`config.mk`:
```
export PLATFORM = sky130hd
export DESIGN_NAME = servo_param_fault_jog_io_bank
export DESIGN_NICKNAME = d
export VERILOG_FILES = /design/src/rtl/servo_param_pkg.sv /design/src/rtl/servo_param_fault_jog_io_bank.sv
export SDC_FILE = /design/constraint.sdc
export NUM_CORES = 1
export LEC_CHECK = 0
export BUFFER_PORTS_ARGS = -buffer_cell sky130_fd_sc_hd__buf_4
export CORE_AREA = 2 2 145 147
export DETAILED_ROUTE_END_ITERATION = 8
export DIE_AREA = 0 0 147 149
export GPL_TIMING_DRIVEN = 0
export PLACE_DENSITY = 0.81
export REMOVE_ABC_BUFFERS = 1
export SLEW_MARGIN = 20
export SYNTH_ARGS = -nofsm -noshare
export SYNTH_HDL_FRONTEND = slang
export SYNTH_SLANG_ARGS = --single-unit
```
`constraint.sdc`:
```
create_clock -name i_core_clk -period 7.13 [get_ports i_core_clk]
set_clock_uncertainty 0.15 [all_clocks]
set_input_delay 0 -clock i_core_clk [delete_from_list [all_inputs] [get_ports i_core_clk]]
set_output_delay 0 -clock i_core_clk [all_outputs]
set_load 0.1 [all_outputs]
```
`src/rtl/servo_param_pkg.sv`:
```
// Constants and carrier types for the servo parameter, fault, jog and I/O register bank.
package servo_param_pkg;

  // ****************************************
  // Register addresses (16-bit word addresses)
  // ****************************************
  localparam logic [15:0] ADDR_FAULT_FIFTH_LO  = 16'h0408;
  localparam logic [15:0] ADDR_FAULT_FIFTH_HI  = 16'h0409;
  localparam logic [15:0] ADDR_JOG_COMMAND     = 16'h040a;
  localparam logic [15:0] ADDR_JOG_COMMAND_HI  = 16'h040b;
  localparam logic [15:0] ADDR_FORCED_OUTPUT   = 16'h040c;
  localparam logic [15:0] ADDR_FORCED_OUTPUT_HI = 16'h040d;
  localparam logic [15:0] ADDR_INPUT_STATUS    = 16'h040e;
  localparam logic [15:0] ADDR_INPUT_STATUS_HI = 16'h040f;

  // ****************************************
  // Reset values and codes
  // ****************************************
  localparam logic [31:0] FAULT_FIFTH_RESET    = 32'h0000_0000;
  localparam logic [15:0] JOG_COMMAND_RESET    = 16'h0014;
  localparam logic [15:0] FORCED_OUTPUT_RESET  = 16'h0000;
  localparam logic [15:0] SOFT_INPUT_RESET     = 16'h0000;
  localparam logic [15:0] JOG_SPEED_MAX        = 16'h1388;
  localparam logic [15:0] JOG_CODE_FORWARD     = 16'h1386;
  localparam logic [15:0] JOG_CODE_REVERSE     = 16'h1387;
  localparam logic [15:0] JOG_CODE_STOP        = 16'h0000;
  localparam logic [15:0] INPUT_STATUS_MAX     = 16'h3fff;
  localparam logic [7:0]  FORCED_FUNC_BASE     = 8'h30;
  localparam logic [3:0]  FORCED_FUNC_GROUP    = 4'h3;
  localparam int          FAULT_DEPTH          = 5;
  localparam int          OUT_FUNC_W           = 16;

  // ****************************************
  // Types
  // ****************************************
  typedef enum logic [1:0] {
    JOG_IDLE    = 2'b00,
    JOG_FORWARD = 2'b01,
    JOG_REVERSE = 2'b10
  } jog_state_t;

  typedef struct packed {
    logic [15:0] canopen_code;
    logic [15:0] alarm_code;
  } fault_record_t;

  typedef struct packed {
    logic        wr;
    logic        rd;
    logic [15:0] addr;
    logic [15:0] wdata;
  } param_req_t;

  typedef struct packed {
    jog_state_t  dir;
    logic [15:0] speed;
  } jog_drive_t;

endpackage

```
`src/rtl/servo_param_fault_jog_io_bank.sv`:
```
// Register bank for fault history, jog command, forced outputs and input status.
`timescale 1ns/10ps
`default_nettype none

module servo_param_fault_jog_io_bank
  import servo_param_pkg::*;
#(
  parameter int NUM_OUTPUTS = 5,
  parameter int NUM_INPUTS  = 14
) (
  input  wire logic                                 i_core_clk,
  input  wire logic                                 i_rst_b,
  input  wire param_req_t                           i_keypad_req,
  input  wire param_req_t                           i_link_req,
  input  wire logic                                 i_fault_push,
  input  wire fault_record_t                        i_fault_code,
  input  wire fault_record_t                        i_fault_fourth,
  input  wire logic                                 i_fault_active,
  input  wire logic [15:0]                          i_rated_speed,
  input  wire logic [NUM_INPUTS-1:0]                i_terminal_inputs,
  input  wire logic [NUM_INPUTS-1:0]                i_input_soft_select,
  input  wire logic [NUM_INPUTS-1:0]                i_jog_forward_sel,
  input  wire logic [NUM_INPUTS-1:0]                i_jog_reverse_sel,
  input  wire logic [NUM_OUTPUTS*OUT_FUNC_W-1:0]    i_output_func_select,
  input  wire logic [NUM_OUTPUTS-1:0]               i_output_normal,
  output logic [15:0]                               o_rdata,
  output logic                                      o_rvalid,
  output jog_drive_t                                o_jog,
  output logic [NUM_OUTPUTS-1:0]                    o_terminal_outputs,
  output logic [NUM_INPUTS-1:0]                     o_input_final,
  output fault_record_t                             o_fault_record_fifth
);

  // ****************************************
  // Input synchronisers
  // ****************************************
  logic [NUM_INPUTS-1:0] term_meta;
  logic [NUM_INPUTS-1:0] term_sync;
  logic                  fault_meta;
  logic                  fault_sync;

  // Two stages bound metastability; only the second stage is ever read.
  always_ff @(posedge i_core_clk or negedge i_rst_b) begin
    if (!i_rst_b) begin
      term_meta <= '0;
      term_sync <= '0;
    end else begin
      term_meta <= i_terminal_inputs;
      term_sync <= term_meta;
    end
  end

  always_ff @(posedge i_core_clk or negedge i_rst_b) begin
    if (!i_rst_b) begin
      fault_meta <= 1'b0;
      fault_sync <= 1'b0;
    end else begin
      fault_meta <= i_fault_active;
      fault_sync <= fault_meta;
    end
  end

  // ****************************************
  // Access arbitration
  // ****************************************
  // Keypad and link share one decode, so both see identical behaviour; the
  // keypad wins a same-cycle collision and the link access is dropped.
  wire         use_keypad = i_keypad_req.wr | i_keypad_req.rd;
  wire param_req_t req    = use_keypad ? i_keypad_req : i_link_req;

  wire hit_fault_lo = req.addr == ADDR_FAULT_FIFTH_LO;
  wire hit_fault_hi = req.addr == ADDR_FAULT_FIFTH_HI;
  wire hit_jog      = req.addr == ADDR_JOG_COMMAND;
  wire hit_jog_hi   = req.addr == ADDR_JOG_COMMAND_HI;
  wire hit_force    = req.addr == ADDR_FORCED_OUTPUT;
  wire hit_force_hi = req.addr == ADDR_FORCED_OUTPUT_HI;
  wire hit_input    = req.addr == ADDR_INPUT_STATUS;
  wire hit_input_hi = req.addr == ADDR_INPUT_STATUS_HI;

  // ****************************************
  // Registers
  // ****************************************
  fault_record_t         fault_fifth;
  logic [15:0]           jog_command;
  logic [15:0]           forced_output_mask;
  logic [15:0]           soft_inputs;
  jog_state_t            jog_state;
  jog_state_t            next_jog_state;
  logic [15:0]           next_jog_command;

  // ****************************************
  // Jog control
  // ****************************************
  wire jog_wr       = req.wr & hit_jog;
  wire jog_is_speed = (req.wdata != JOG_CODE_STOP) && (req.wdata <= JOG_SPEED_MAX)
                      && (req.wdata != JOG_CODE_FORWARD) && (req.wdata != JOG_CODE_REVERSE);
  wire jog_is_fwd   = req.wdata == JOG_CODE_FORWARD;
  wire jog_is_rev   = req.wdata == JOG_CODE_REVERSE;
  wire jog_is_stop  = req.wdata == JOG_CODE_STOP;

  // ****************************************
  // Fault history
  // ****************************************
  // The fourth record shifts down into the fifth when a new fault enters the history.
  always_ff @(posedge i_core_clk or negedge i_rst_b) begin
    if (!i_rst_b) begin
      fault_fifth <= FAULT_FIFTH_RESET;
    end else if (i_fault_push) begin
      fault_fifth <= i_fault_fourth;
    end
  end

  // Codes 4998 and 4999 only act; the stored speed stays as last written.
  assign next_jog_command = (jog_wr && jog_is_speed) ? req.wdata : jog_command;

  wire jog_fwd_in = |(o_input_final & i_jog_forward_sel);
  wire jog_rev_in = |(o_input_final & i_jog_reverse_sel);

  always_comb begin
    next_jog_state = jog_state;
    if (jog_wr && jog_is_fwd) begin
      next_jog_state = JOG_FORWARD;
    end else if (jog_wr && jog_is_rev) begin
      next_jog_state = JOG_REVERSE;
    end else if (jog_wr && jog_is_stop) begin
      next_jog_state = JOG_IDLE;
    // Both jog inputs at once hold the present direction.
    end else if (jog_fwd_in && !jog_rev_in) begin
      next_jog_state = JOG_FORWARD;
    end else if (jog_rev_in && !jog_fwd_in) begin
      next_jog_state = JOG_REVERSE;
    end
    // A fault outranks every request, so it is applied last.
    if (fault_sync) begin
      next_jog_state = JOG_IDLE;
    end
  end

  always_ff @(posedge i_core_clk or negedge i_rst_b) begin
    if (!i_rst_b) begin
      jog_command <= JOG_COMMAND_RESET;
    end else begin
      jog_command <= next_jog_command;
    end
  end

  always_ff @(posedge i_core_clk or negedge i_rst_b) begin
    if (!i_rst_b) begin
      jog_state <= JOG_IDLE;
    end else begin
      jog_state <= next_jog_state;
    end
  end

  wire force_wr = req.wr & hit_force;
  // Out-of-range writes are dropped whole rather than truncated.
  wire input_wr = req.wr & hit_input & (req.wdata <= INPUT_STATUS_MAX);

  always_ff @(posedge i_core_clk or negedge i_rst_b) begin
    if (!i_rst_b) begin
      forced_output_mask <= FORCED_OUTPUT_RESET;
    end else if (force_wr) begin
      forced_output_mask <= req.wdata;
    end
  end

  always_ff @(posedge i_core_clk or negedge i_rst_b) begin
    if (!i_rst_b) begin
      soft_inputs <= SOFT_INPUT_RESET;
    end else if (input_wr) begin
      soft_inputs <= req.wdata;
    end
  end

  // ****************************************
  // Input merge of terminal and soft inputs
  // ****************************************
  // Bits 0-7 are the base terminals, the rest the extended terminals.
  wire [NUM_INPUTS-1:0] input_final =
    (term_sync & ~i_input_soft_select) | (soft_inputs[NUM_INPUTS-1:0] & i_input_soft_select);

  // ****************************************
  // Output forcing
  // ****************************************
  logic [NUM_OUTPUTS-1:0] output_value;
  genvar g;
  generate
    for (g = 0; g < NUM_OUTPUTS; g++) begin : g_out
      wire [OUT_FUNC_W-1:0] fsel = i_output_func_select[g*OUT_FUNC_W +: OUT_FUNC_W];
      // Only the low byte selects the function; the high byte carries polarity options, which the logic ignores.
      wire forced = fsel[7:4] == FORCED_FUNC_GROUP;
      assign output_value[g] = forced ? forced_output_mask[fsel[3:0]] : i_output_normal[g];
    end
  endgenerate

  // Speed is clamped at the output so a later rise of the rated speed is honoured.
  wire [15:0] jog_speed_eff = (jog_command > i_rated_speed) ? i_rated_speed : jog_command;

  // ****************************************
  // Read data
  // ****************************************
  // High halves of 16-bit parameters and unmapped words read as zero.
  logic [15:0] read_value;

  always_comb begin
    read_value = 16'h0000;
    if (hit_fault_lo) begin
      read_value = fault_fifth.alarm_code;
    end else if (hit_fault_hi) begin
      read_value = fault_fifth.canopen_code;
    end else if (hit_jog) begin
      read_value = jog_command;
    end else if (hit_jog_hi) begin
      read_value = 16'h0000;
    end else if (hit_force) begin
      read_value = forced_output_mask;
    end else if (hit_force_hi) begin
      read_value = 16'h0000;
    end else if (hit_input) begin
      read_value = {{(16-NUM_INPUTS){1'b0}}, input_final};
    end else if (hit_input_hi) begin
      read_value = 16'h0000;
    end
  end

  // ****************************************
  // Output registers
  // ****************************************
  // Every output leaves from a flop, so each carries one cycle of latency.
  always_ff @(posedge i_core_clk or negedge i_rst_b) begin
    if (!i_rst_b) begin
      o_rdata  <= 16'h0000;
      o_rvalid <= 1'b0;
    end else begin
      o_rdata  <= req.rd ? read_value : 16'h0000;
      o_rvalid <= req.rd;
    end
  end

  always_ff @(posedge i_core_clk or negedge i_rst_b) begin
    if (!i_rst_b) begin
      o_jog <= '{dir: JOG_IDLE, speed: 16'h0000};
    end else begin
      o_jog <= '{dir: jog_state, speed: jog_speed_eff};
    end
  end

  always_ff @(posedge i_core_clk or negedge i_rst_b) begin
    if (!i_rst_b) begin
      o_terminal_outputs <= '0;
    end else begin
      o_terminal_outputs <= output_value;
    end
  end

  always_ff @(posedge i_core_clk or negedge i_rst_b) begin
    if (!i_rst_b) begin
      o_input_final <= '0;
    end else begin
      o_input_final <= input_final;
    end
  end

  always_ff @(posedge i_core_clk or negedge i_rst_b) begin
    if (!i_rst_b) begin
      o_fault_record_fifth <= FAULT_FIFTH_RESET;
    end else begin
      o_fault_record_fifth <= fault_fifth;
    end
  end

endmodule

`default_nettype wire

```
* Word-level counts from Yosys, hierarchy flattened
Cells that the tools add are included.
** Storage, ports and cells
- Logic and storage cells :: 100
- Bits of input ports :: 293
- Flip-flop bits (word level) :: 196
- Output and inout bits :: 86
** Operators by class
- Mux-type cells :: 31
- Bitwise gates (word level) :: 11
- Reductions and logical operators :: 16
- Eq/ne operators :: 16
- Magnitude comparators :: 8
** Operators by type and width (number)
- equality test 16 x 11 -> 1 bit (second input constant) :: 7
- 2-to-1 mux 16 bit :: 7
- AND 14 bit :: 4
- 2-to-1 mux 34 bit :: 1
- equality test 16 x 13 -> 1 bit (second input constant) :: 2
- inequality test 16 x 13 -> 1 bit (second input constant) :: 2
- 2-to-1 mux 14 bit :: 2
- OR reduction 14 bit :: 2
- less-than comparator 4 x 5 -> 1 bit (second input constant) :: 5
- binary-select mux 1 bit (select 4 bit) :: 5
- equality test 4 x 2 -> 1 bit (second input constant) :: 5
- > comparator 16 bit :: 1
- less-or-equal comparator 16 x 13 -> 1 bit (second input constant) :: 1
- less-or-equal comparator 16 x 14 -> 1 bit (second input constant) :: 1
- zero test 16 bit :: 1
- nonzero test 16 bit :: 1
- NOT 14 bit :: 1
- bitwise OR 14 bit :: 1
- 2-to-1 mux 2 bit :: 6
- 2-to-1 mux 1 bit :: 10
- logical AND 1 bit :: 9
- nonzero test 6 bit :: 1
- AND 1 bit :: 4
- zero test 1 bit :: 2
- bitwise OR 1 bit :: 1

* Logic depth before layout (Yosys ltp)
Gate-level depths: netlist of run 1.
- Word-level depth :: 11
- Gate-level depth with buffers :: 11
- Depth with buffers taken out :: 9

* Worst setup path after synthesis of run 1
Ideal clock, no wire load.
- Path kind :: register to register
- Start :: register o_input_final[1]
- End :: register jog_state[0]
- Data required time :: 6.903 ns
- Cell stages (with the launch flop) :: 10
- Arrival :: 2.183 ns
- Library setup time :: 0.077 ns
- Clock period less this slack :: 2.410 ns
- Buffers on the path :: 0
- Setup slack :: 4.720 ns
- Cell sequence :: dfrtp_1 -> a22oi_1 -> nand2_1 -> a221oi_1 -> nand4_1 -> ha_1 -> nor2b_1 -> a21oi_1 -> a21o_1 -> a21oi_1
** On the way
- Word-level cells in the longest chain between the ends :: 9
- Elaborated cells between the ends (all ways) :: 14
- Those cells by class :: mux (5); bitwise (2); reduce/logical (7)
** Ends and longest elaborated chain
- start: declaration :: line servo_param_fault_jog_io_bank.sv:30 : output logic [NUM_INPUTS-1:0] o_input_final,
- start signal: assignment :: line servo_param_fault_jog_io_bank.sv:260 : o_input_final <= input_final;
- AND 14 bit :: line servo_param_fault_jog_io_bank.sv:117 : wire jog_rev_in = |(o_input_final & i_jog_reverse_sel);
- OR reduction 14 bit :: line servo_param_fault_jog_io_bank.sv:117
- zero test 1 bit :: line servo_param_fault_jog_io_bank.sv:128 : end else if (jog_fwd_in && !jog_rev_in) begin
- logical AND 1 bit :: line servo_param_fault_jog_io_bank.sv:128
- 2-to-1 mux 2 bit :: line servo_param_fault_jog_io_bank.sv:128
- 2-to-1 mux 2 bit :: line servo_param_fault_jog_io_bank.sv:125 : end else if (jog_wr && jog_is_stop) begin
- 2-to-1 mux 2 bit :: line servo_param_fault_jog_io_bank.sv:123 : end else if (jog_wr && jog_is_rev) begin
- 2-to-1 mux 2 bit :: line servo_param_fault_jog_io_bank.sv:121 : if (jog_wr && jog_is_fwd) begin
- 2-to-1 mux 2 bit :: line servo_param_fault_jog_io_bank.sv:134 : if (fault_sync) begin
- end signal: assignment :: line servo_param_fault_jog_io_bank.sv:151 : jog_state <= next_jog_state;
- end: declaration :: line servo_param_fault_jog_io_bank.sv:87 : jog_state_t jog_state;
Parallel ways exist; a longest one is shown, timed or not.
A chain may end at the register's enable or synchronous reset.

* Worst setup path in the final report of run 1
- Start :: input i_keypad_req[33] in the netlist's numbering
- End :: register soft_inputs[9]
** On the way
- Word-level cells in the longest chain between the ends :: 5
- Elaborated cells between the ends (all ways) :: 6
- Those cells by class :: order compare (1); eq/ne (1); mux (1); bitwise (3)
** Ends and longest elaborated chain
- start: declaration :: line servo_param_fault_jog_io_bank.sv:13 : input wire param_req_t i_keypad_req,
- bitwise OR 1 bit :: line servo_param_fault_jog_io_bank.sv:68 : wire use_keypad = i_keypad_req.wr | i_keypad_req.rd;
- 2-to-1 mux 34 bit * :: line servo_param_fault_jog_io_bank.sv:69 : wire param_req_t req = use_keypad ? i_keypad_req : i_link_req;
- branches (longest 3 deep; another with less-or-equal comparator 16 x 14 -> 1 bit)
- end signal: assignment :: line servo_param_fault_jog_io_bank.sv:171 : soft_inputs <= req.wdata;
- end: declaration :: line servo_param_fault_jog_io_bank.sv:86 : logic [15:0] soft_inputs;
Every way passes the cells marked *.

==> results of run 1 <==
-- state kept, by name (all words and copies together) (netlist names) --
register,flops
jog_command,16
fault_meta,1
jog_state,2
o_rdata,16
forced_output_mask,16
term_meta,14
o_rvalid,1
term_sync,14
fault_sync,1
o_jog,18
o_terminal_outputs,5
o_fault_record_fifth,32
fault_fifth,32
o_input_final,14
soft_inputs,14
-- area by class of cell --
type / instances / area, µm² / area share (%)
repair buffers: 468 / 3980 / 29.7
diodes: 1 / 2.50 / 0.0187
clock buffers: 18 / 439 / 3.28
well taps: 275 / 344 / 2.57
clock inverters: 13 / 145 / 1.08
inverters: 34 / 128 / 0.954
multi-input cells: 405 / 3440 / 25.7
flip-flops and latches: 196 / 4910 / 36.7
-- worst register-to-register path, stage by stage (launching register included) --
cell and delay (ps):
dfrtp_1 430, ha_1 330, a21o_1 200, a21o_1 180
a211oi_1 430, o221ai_1 220, o221ai_2 260, buf_6 260
mux2_2 340
-- placed cells by master (no fill, tap or decap), types with 3 or more instances in the layout --
cell             n
mux2_2          55
o31ai_1          4
and2_1           4
nand2b_1         3
a221oi_1         3
dlygate4sd3_1  158
buf_16           3
clkinvlp_4       3
ha_1            17
mux2i_1         38
nor3b_1          3
a22o_1           3
a211o_1          9
nand4_1          8
nor4b_1          3
a21oi_1         30
o21a_1           3
clkbuf_16       17
nor2_1          16
dfrtp_1        194
inv_1           34
mux4_2          25
nand3_1          7
inv_6            4
buf_4          305
or4_1            3
o21ai_0         36
nand2_1         52
nor4_1           4
and2b_1          3
a21o_1           5
mux2i_2          3
nor3_1           7
a22oi_1         27
a222oi_1         5
-- layer usage --
layer / vias to the layer above / share of wire [%]
met4: 0 / 2.2
met1: 3716 / 39
met2: 344 / 52
met3: 55 / 6.6
li1: 3364 / -
met5: - / 0
-- cell families (layout without fill, tap and decap cells) --
logic type               Yosys count  in the layout
AND/OR/NAND/NOR                  127            127
flip-flops                       196            196
multiplexers                     121            121
other                              0              1
AO/OA/AOI/OAI                    140            140
buffers and inverters             60            533
adder cells (fa/ha/maj)           17             17
-- cells in the mapped netlist, drive strengths merged, types with 4 or more instances --
master and count:
a211o 9, a21o 5, a21oi 32, a222oi 5, a22oi 27, and2 5, buf 17, clkbuf 9
dfrtp 194, ha 17, inv 34, mux2 55, mux2i 41, mux4 25, nand2 53, nand3 8
nand4 8, nor2 17, nor3 7, nor4 4, o21ai 37, o31ai 5, or4 4
-- report_power, final --
part / total [mW] / internal [mW] / leakage, nW / switching, mW
Clock: 0.948 / 0.502 / 0.277 / 0.446
Combinational: 0.592 / 0.239 / 3.53 / 0.354
Sequential: 1.20 / 1.17 / 2.36 / 0.0334
-- metrics by stage --
| step | power [mW] | hold slack, ps | util [%] |
|---|---|---|---|
| 2_1_floorplan | 1.49 | -446 | - |
| 3_3_place_gp | 1.71 | -40.7 | 54.0 |
| 3_5_place_dp | 1.72 | -226 | 54.4 |
| 4_1_cts | 2.74 | 0.579 | 65.0 |
| 5_1_grt | 2.83 | 14.0 | 65.1 |
| 6_report | 2.74 | 12.0 | 65.1 |
-- worst max-delay path by stage --
stage | end | slack, ps | cells past startpoint
after global placement | jog_command[15]$_DFFE_PN0P_ | 3460 | 8
after detailed placement | jog_command[14]$_DFFE_PN0P_ | 3410 | 8
after floorplan | o_jog[0]$_DFF_PN0_ | 4340 | 6
final | soft_inputs[9]$_DFFE_PN0P_ | 3520 | 8
after CTS | soft_inputs[9]$_DFFE_PN0P_ | 3500 | 8
after global routing | soft_inputs[9]$_DFFE_PN0P_ | 3240 | 8
==> metrics.csv, run 1 <==
stage,metric,value,unit
logic_synthesis,avgSynthCellArea,13.0,µm²
floorplan,coreArea,20600,µm²
setup_path,critical_path.endpoint_type,flop,
timing,finalSetupViolCount,0,
global_route,grt_pass1_vias,8104,
logic_synthesis,yosys.area.top_type_share,56.5,%
global_route,overflow,0,
layout,area_growth,55.8,%
logic_synthesis,synth_top_cells_by_area,"dfrtp_1 (57%), mux2_2 (7.2%), mux4_2 (6.6%)",
global_route,busiest_layer,met2,
global_route,grt_max_degree,97,
place,gp_congestion,0.861,
pwr,leakagePower,6.17,nW
global_route,antenna_found_initial,1,
clock_network,cts_resized,0,
setup_path,reg2reg_depth,8,
floorplan,fp.dieW,147,µm
place,io_buffers,306,
place,dpl_cell_area,11200,µm²
logic_synthesis,synth_seq_cells,196,
setup_path,crit_chain,buf_4 > nor2_4 > nand3b_1 > dlygate4sd3_1 > nand2_1 > and2_1 > nand3_1 > o21ai_0,
global_route,grt_util_met3,6.18,%
layout,fill_cells,1567,
place,dpl.hpwl,20.9,mm
logic_synthesis,ys_warn_count,0,
clock_network,clockBufferDepth,2,
global_route,grt.met1_usage,33.6,%
timing,min_period,3610,ps
logic_synthesis,synth_top_family_by_area,multiplexers,
clock_network,cts_buffers,17,
timing,finalWorstSetupSlack,3520,ps
place,dpl.cell_count,1219,
logic_synthesis,synth_edf_count,0,
run_status,status,finished clean,
logic_synthesis,synthSimpleGateAreaFrac,7.56,%
clock_network,cts.sinks,196,
logic_synthesis,synth-async-reset-ratio,100,%
clock_network,postCtsSetupRepairBufs,0,
setup_path,r2r_slack,4210,ps
route,drtIter0Drc,430,
floorplan,dieArea,21900,µm²
logic_synthesis,synthDistinctLibCells,57,
setup_path,worst-path-buf-inv,2,
run,cap_violations,0,
clock_network,cts_tree,built,
timing,setup-tns-final,0,ps
layout,fin_area,13400,µm²
layout,nets,1432,
setup_path,worstSetupStartpointType,input pin,
route,drcViolationCount,0,
layout,stdcell_count,1410,
timing,finalCritPeriodShare,50.6,%
global_route,met2_usage,50.9,%
setup_path,cpPeakStageDelay,910,ps
setup_path,regToRegEndpoint,o_jog[13]$_DFF_PN0_,
route,first_pass_iters,5,
setup_path,worst-setup-path-type,input pin to flop,
global_route,grt_util_all_layers,28.0,%
hold_path,hold_class,input pin to asynchronous set/reset pin,
route,finalWirelength,30.4,mm
logic_synthesis,yosys.area.top_type,dfrtp_1,
logic_synthesis,synth_compound_area_share,11.1,%
logic_synthesis,synth_fa_ha_area_share,2.48,%
setup_path,crit_family,simple AND/OR/NAND/NOR gates,
layout,layout-drive-gt1-share,38.6,%
clock_network,hold_buffers,158,
setup_path,r2r-start,jog_command[9]$_DFFE_PN0P_,
setup_path,critical_path_required,7300,ps
global_route,grt_pass1_wl,45.9,mm
timing,max_clock_freq,277,MHz
route,ant_nets,0,
floorplan,die_h,149,µm
setup_path,arrival,3780,ps
logic_synthesis,synthCells,661,
floorplan,rows,53,
floorplan,io-pin-count,379,
timing,slew_violations,0,
clock_network,cts_root_buf,clkbuf_16,
setup_path,path_max_fanout,28,
pwr,vdd_drop_max,0.175,mV
place,pre_cts_slack,3410,ps
logic_synthesis,ys.flop_type,dfrtp_1,
timing,hold_viol_final,0,
logic_synthesis,seq_area_frac_synth,57.1,%
logic_synthesis,synthMuxAreaShare,18.7,%
route,wl_per_cell,21.6,µm
clock_network,worstSkewPairLatency,430,ps
pwr,powerDensity,205,nW/µm²
setup_path,startpoint,i_keypad_req[33],
clock_network,htree_levels,4,
timing,max_slew_margin,30.1,%
logic_synthesis,syn_area,8590,µm²
logic_synthesis,yosys.area_share.xor_xnor,0,%
setup_path,cp_slowest_cell,nand3_1,
route,vias,7479,
timing,rsz0062_at_grt,no,
route,vias_per_cell,5.30,
floorplan,start_util,41.8,%
clock_network,cts.clk_slew.worst_paths,70,ps
timing,tightest_slew,1050,ps
No activity file was read; power rests on OpenSTA's default activity.
==> inputs of run 2 (changes only) <==
==> constraint.sdc (replaced) <==
create_clock -name i_core_clk -period 3.4 [get_ports i_core_clk]
set_clock_uncertainty 0.15 [all_clocks]
set_input_delay 0 -clock i_core_clk [delete_from_list [all_inputs] [get_ports i_core_clk]]
set_output_delay 0 -clock i_core_clk [all_outputs]
set_load 0.1 [all_outputs]
==> run 2 against run 1 <==
Wire length is 0.40% higher. Register-to-register slack got worse by 3700 ps. Sequential share of layout area shrank 0.068 points. Non-clock buffer count increased by 1. Highest routed layer unchanged.
==> metrics.csv, run 2 (synthesis results as in run 1) <==
stage,metric,value,unit,change
setup_path,arrival,3140,ps,was 3780 ps
pwr,p_int,4.00,mW,was 1.91 mW
clock_network,worstSkewPairLatency,430,ps,about the same
pwr,vdd_drop_max,0.367,mV,was 0.175 mV
timing,min_period,3030,ps,
run_status,status,finished clean,,unchanged
floorplan,die_h,149,µm,unchanged
clock_network,cts.sinks,196,,unchanged
clock_network,cts_root_buf,clkbuf_16,,unchanged
timing,finalCritPeriodShare,89.0,%,
setup_path,worst-setup-path-type,input pin to flop,,unchanged
global_route,met2_usage,50.9,%,unchanged
floorplan,coreArea,20600,µm²,unchanged
place,dpl.cell_count,1219,,unchanged
run,cap_violations,0,,unchanged
route,drcViolationCount,0,,unchanged
layout,final_common_cell,buf_4,,unchanged
layout,fin_area,13400,µm²,about the same
pwr,p_comb_share,21.6,%,about the same
setup_path,critical_path.endpoint_type,flop,,unchanged
timing,hold_viol_final,0,,unchanged
clock_network,cts_buffers,17,,unchanged
setup_path,worstSetupStartpointType,input pin,,unchanged
floorplan,start_util,41.8,%,unchanged
setup_path,critical_path_required,3520,ps,was 7300 ps
setup_path,path_max_fanout,32,,was 28
floorplan,fp.dieW,147,µm,unchanged
pwr,p_switching,1.75,mW,was 0.833 mW
global_route,grt_util_all_layers,28.0,%,about the same
route,vias,7440,,"was 7,479"
route,first_pass_iters,5,,unchanged
timing,tightest_slew,1000,ps,was 1050 ps
place,dpl.hpwl,20.9,mm,unchanged
floorplan,io-pin-count,379,,unchanged
place,pre_cts_slack,-319,ps,was 3410 ps
clock_network,clockBufferDepth,2,,unchanged
global_route,busiest_layer,met2,,unchanged
setup_path,crit_top_cell,nand2_1,,
pwr,p_seq_share,43.8,%,about the same
floorplan,rows,53,,unchanged
timing,finalWorstSetupSlack,373,ps,was 3520 ps
pwr,leakagePower,6.18,nW,was 6.17 nW
route,finalWirelength,30.5,mm,was 30.4 mm
timing,max_slew_margin,31.4,%,was 30.1%
setup_path,cp_slowest_cell,nand2_1,,was nand3_1
global_route,overflow,0,,unchanged
route,vias_per_cell,5.27,,was 5.30
layout,final_cell_mix,"buf_4 (305), dfrtp_1 (194), dlygate4sd3_1 (158)",,unchanged
hold_path,hold_class,input pin to asynchronous set/reset pin,,unchanged
pwr,power_switching_share,30.4,%,about the same
clock_network,htree_levels,4,,unchanged
route,drtIter0Drc,395,,was 430
setup_path,cpPeakStageDelay,820,ps,was 910 ps
global_route,grt_pass1_wl,45.9,mm,about the same
layout,reg_top3,"fault_fifth: 32 flops, o_fault_record_fifth: 32 flops, o_jog: 18 flops",,unchanged
setup_path,crit_chain,buf_4 > or2_1 > nand3_2 > o32ai_1 > and2_1 > nand2_1 > nand2_1 > o21ai_0,,was buf_4 > nor2_4 > nand3b_1 > dlygate4sd3_1 > nand2_1 > and2_1 > nand3_1 > o21ai_0
global_route,grt.met1_usage,33.6,%,about the same
global_route,grt_util_met3,6.18,%,unchanged
clock_network,cts.clk_slew.worst_paths,70,ps,about the same
place,gp_congestion,0.861,,unchanged
timing,max_clock_freq,330,MHz,
timing,finalSetupViolCount,0,,unchanged
layout,stdcell_count,1411,,"was 1,410"
layout,layout-drive-gt1-share,38.8,%,was 38.6%
timing,rsz0062_at_grt,no,,unchanged
layout,area_growth,56.1,%,was 55.8%
place,dpl_cell_area,11200,µm²,unchanged
global_route,antenna_found_initial,1,,unchanged
layout,nets,1433,,"was 1,432"
route,wl_per_cell,21.6,µm,about the same
global_route,grt_pass1_vias,8107,,"was 8,104"
clock_network,cts_tree,built,,unchanged
global_route,grt_max_degree,97,,unchanged
pwr,powerDensity,429,nW/µm²,was 205 nW/µm²
place,io_buffers,306,,unchanged
timing,slew_violations,0,,unchanged
route,ant_nets,0,,unchanged
pwr,p_clk_share,34.6,%,about the same
floorplan,dieArea,21900,µm²,unchanged
[run 2: cell count changes in the layout (fill, tap and decap cells not counted)]
cell | previous run | this run
nand3_1 | 7 | 6
nand3_2 | 1 | 2
buf_12 | 0 | 1
[run 2: what timing repair did]
| item | 4_1_cts | 5_1_grt |
|---|---|---|
| endpoints found under the hold margin | 337 | 1 |
| gates resized for setup | 0 | 1 |
| hold buffers | 158 | 1 |
| setup endpoints to repair | 0 | 26 |
| buffers inserted | 0 | 1 |
[run 2: cell type report]
cell class	count	area [µm²]
clock buffers	18	439
clock inverters	13	145
repair buffers	469	4000
flip-flops and latches	196	4910
inverters	34	128
multi-input cells	405	3440
fillers	1555	7150
diodes	1	2.50
well taps	275	344
[run 2: power by group through the flow]
| stage | Combinational (mW) | Clock (mW) | Sequential [mW] |
|---|---|---|---|
| 2_1_floorplan | 0.171 | 0 | 2.96 |
| 3_3_place_gp | 1.03 | 0 | 2.55 |
| 3_5_place_dp | 1.05 | 0 | 2.56 |
| 4_1_cts | 1.23 | 2.01 | 2.51 |
| 5_1_grt | 1.30 | 2.12 | 2.53 |
| 6_report | 1.24 | 1.99 | 2.52 |
[run 2: worst max-delay path, delay by kind of cell]
family | cells | cell delay (ps)
buffers and inverters | 1 | 190
AND/OR/NAND/NOR | 5 | 2450
AO/OA/AOI/OAI | 2 | 480
[run 2: metal layers]
layer  vias to the layer above  wire length [µm]
met3                        44              1930
met2                       322             16000
met1                      3711             11900
met4                         0               598
li1                       3363                 -
met5                         -                 0
[run 2: worst paths after layout]
path,startpoint,end,slack (ps),depth (start not counted)
min reg2reg,term_meta[6]$_DFF_PN0_,term_sync[6]$_DFF_PN0_,200,0
max reg2reg,jog_command[9]$_DFFE_PN0P_,o_jog[13]$_DFF_PN0_,500,8
max,i_keypad_req[32],forced_output_mask[14]$_DFFE_PN0P_,370,8
max in group asynchronous,i_rst_b,term_sync[4]$_DFF_PN0_,2630,3
min in group i_core_clk,i_keypad_req[18],jog_state[1]$_DFFE_PN0P_,60,5
min,i_rst_b,o_fault_record_fifth[16]$_DFF_PN0_,10,3
[run 2: metrics by stage]
stage | hold slack (ps) | utilization, % | total power [mW] | TNS (ps)
after floorplan | -446 | - | 3.13 | 0
after global placement | -40.7 | 54.0 | 3.58 | -4720
after detailed placement | -226 | 54.4 | 3.61 | -6640
after CTS | 0.579 | 65.0 | 5.76 | 0
after global routing | 14.0 | 65.2 | 5.95 | 0
final | 10.3 | 65.2 | 5.75 | 0
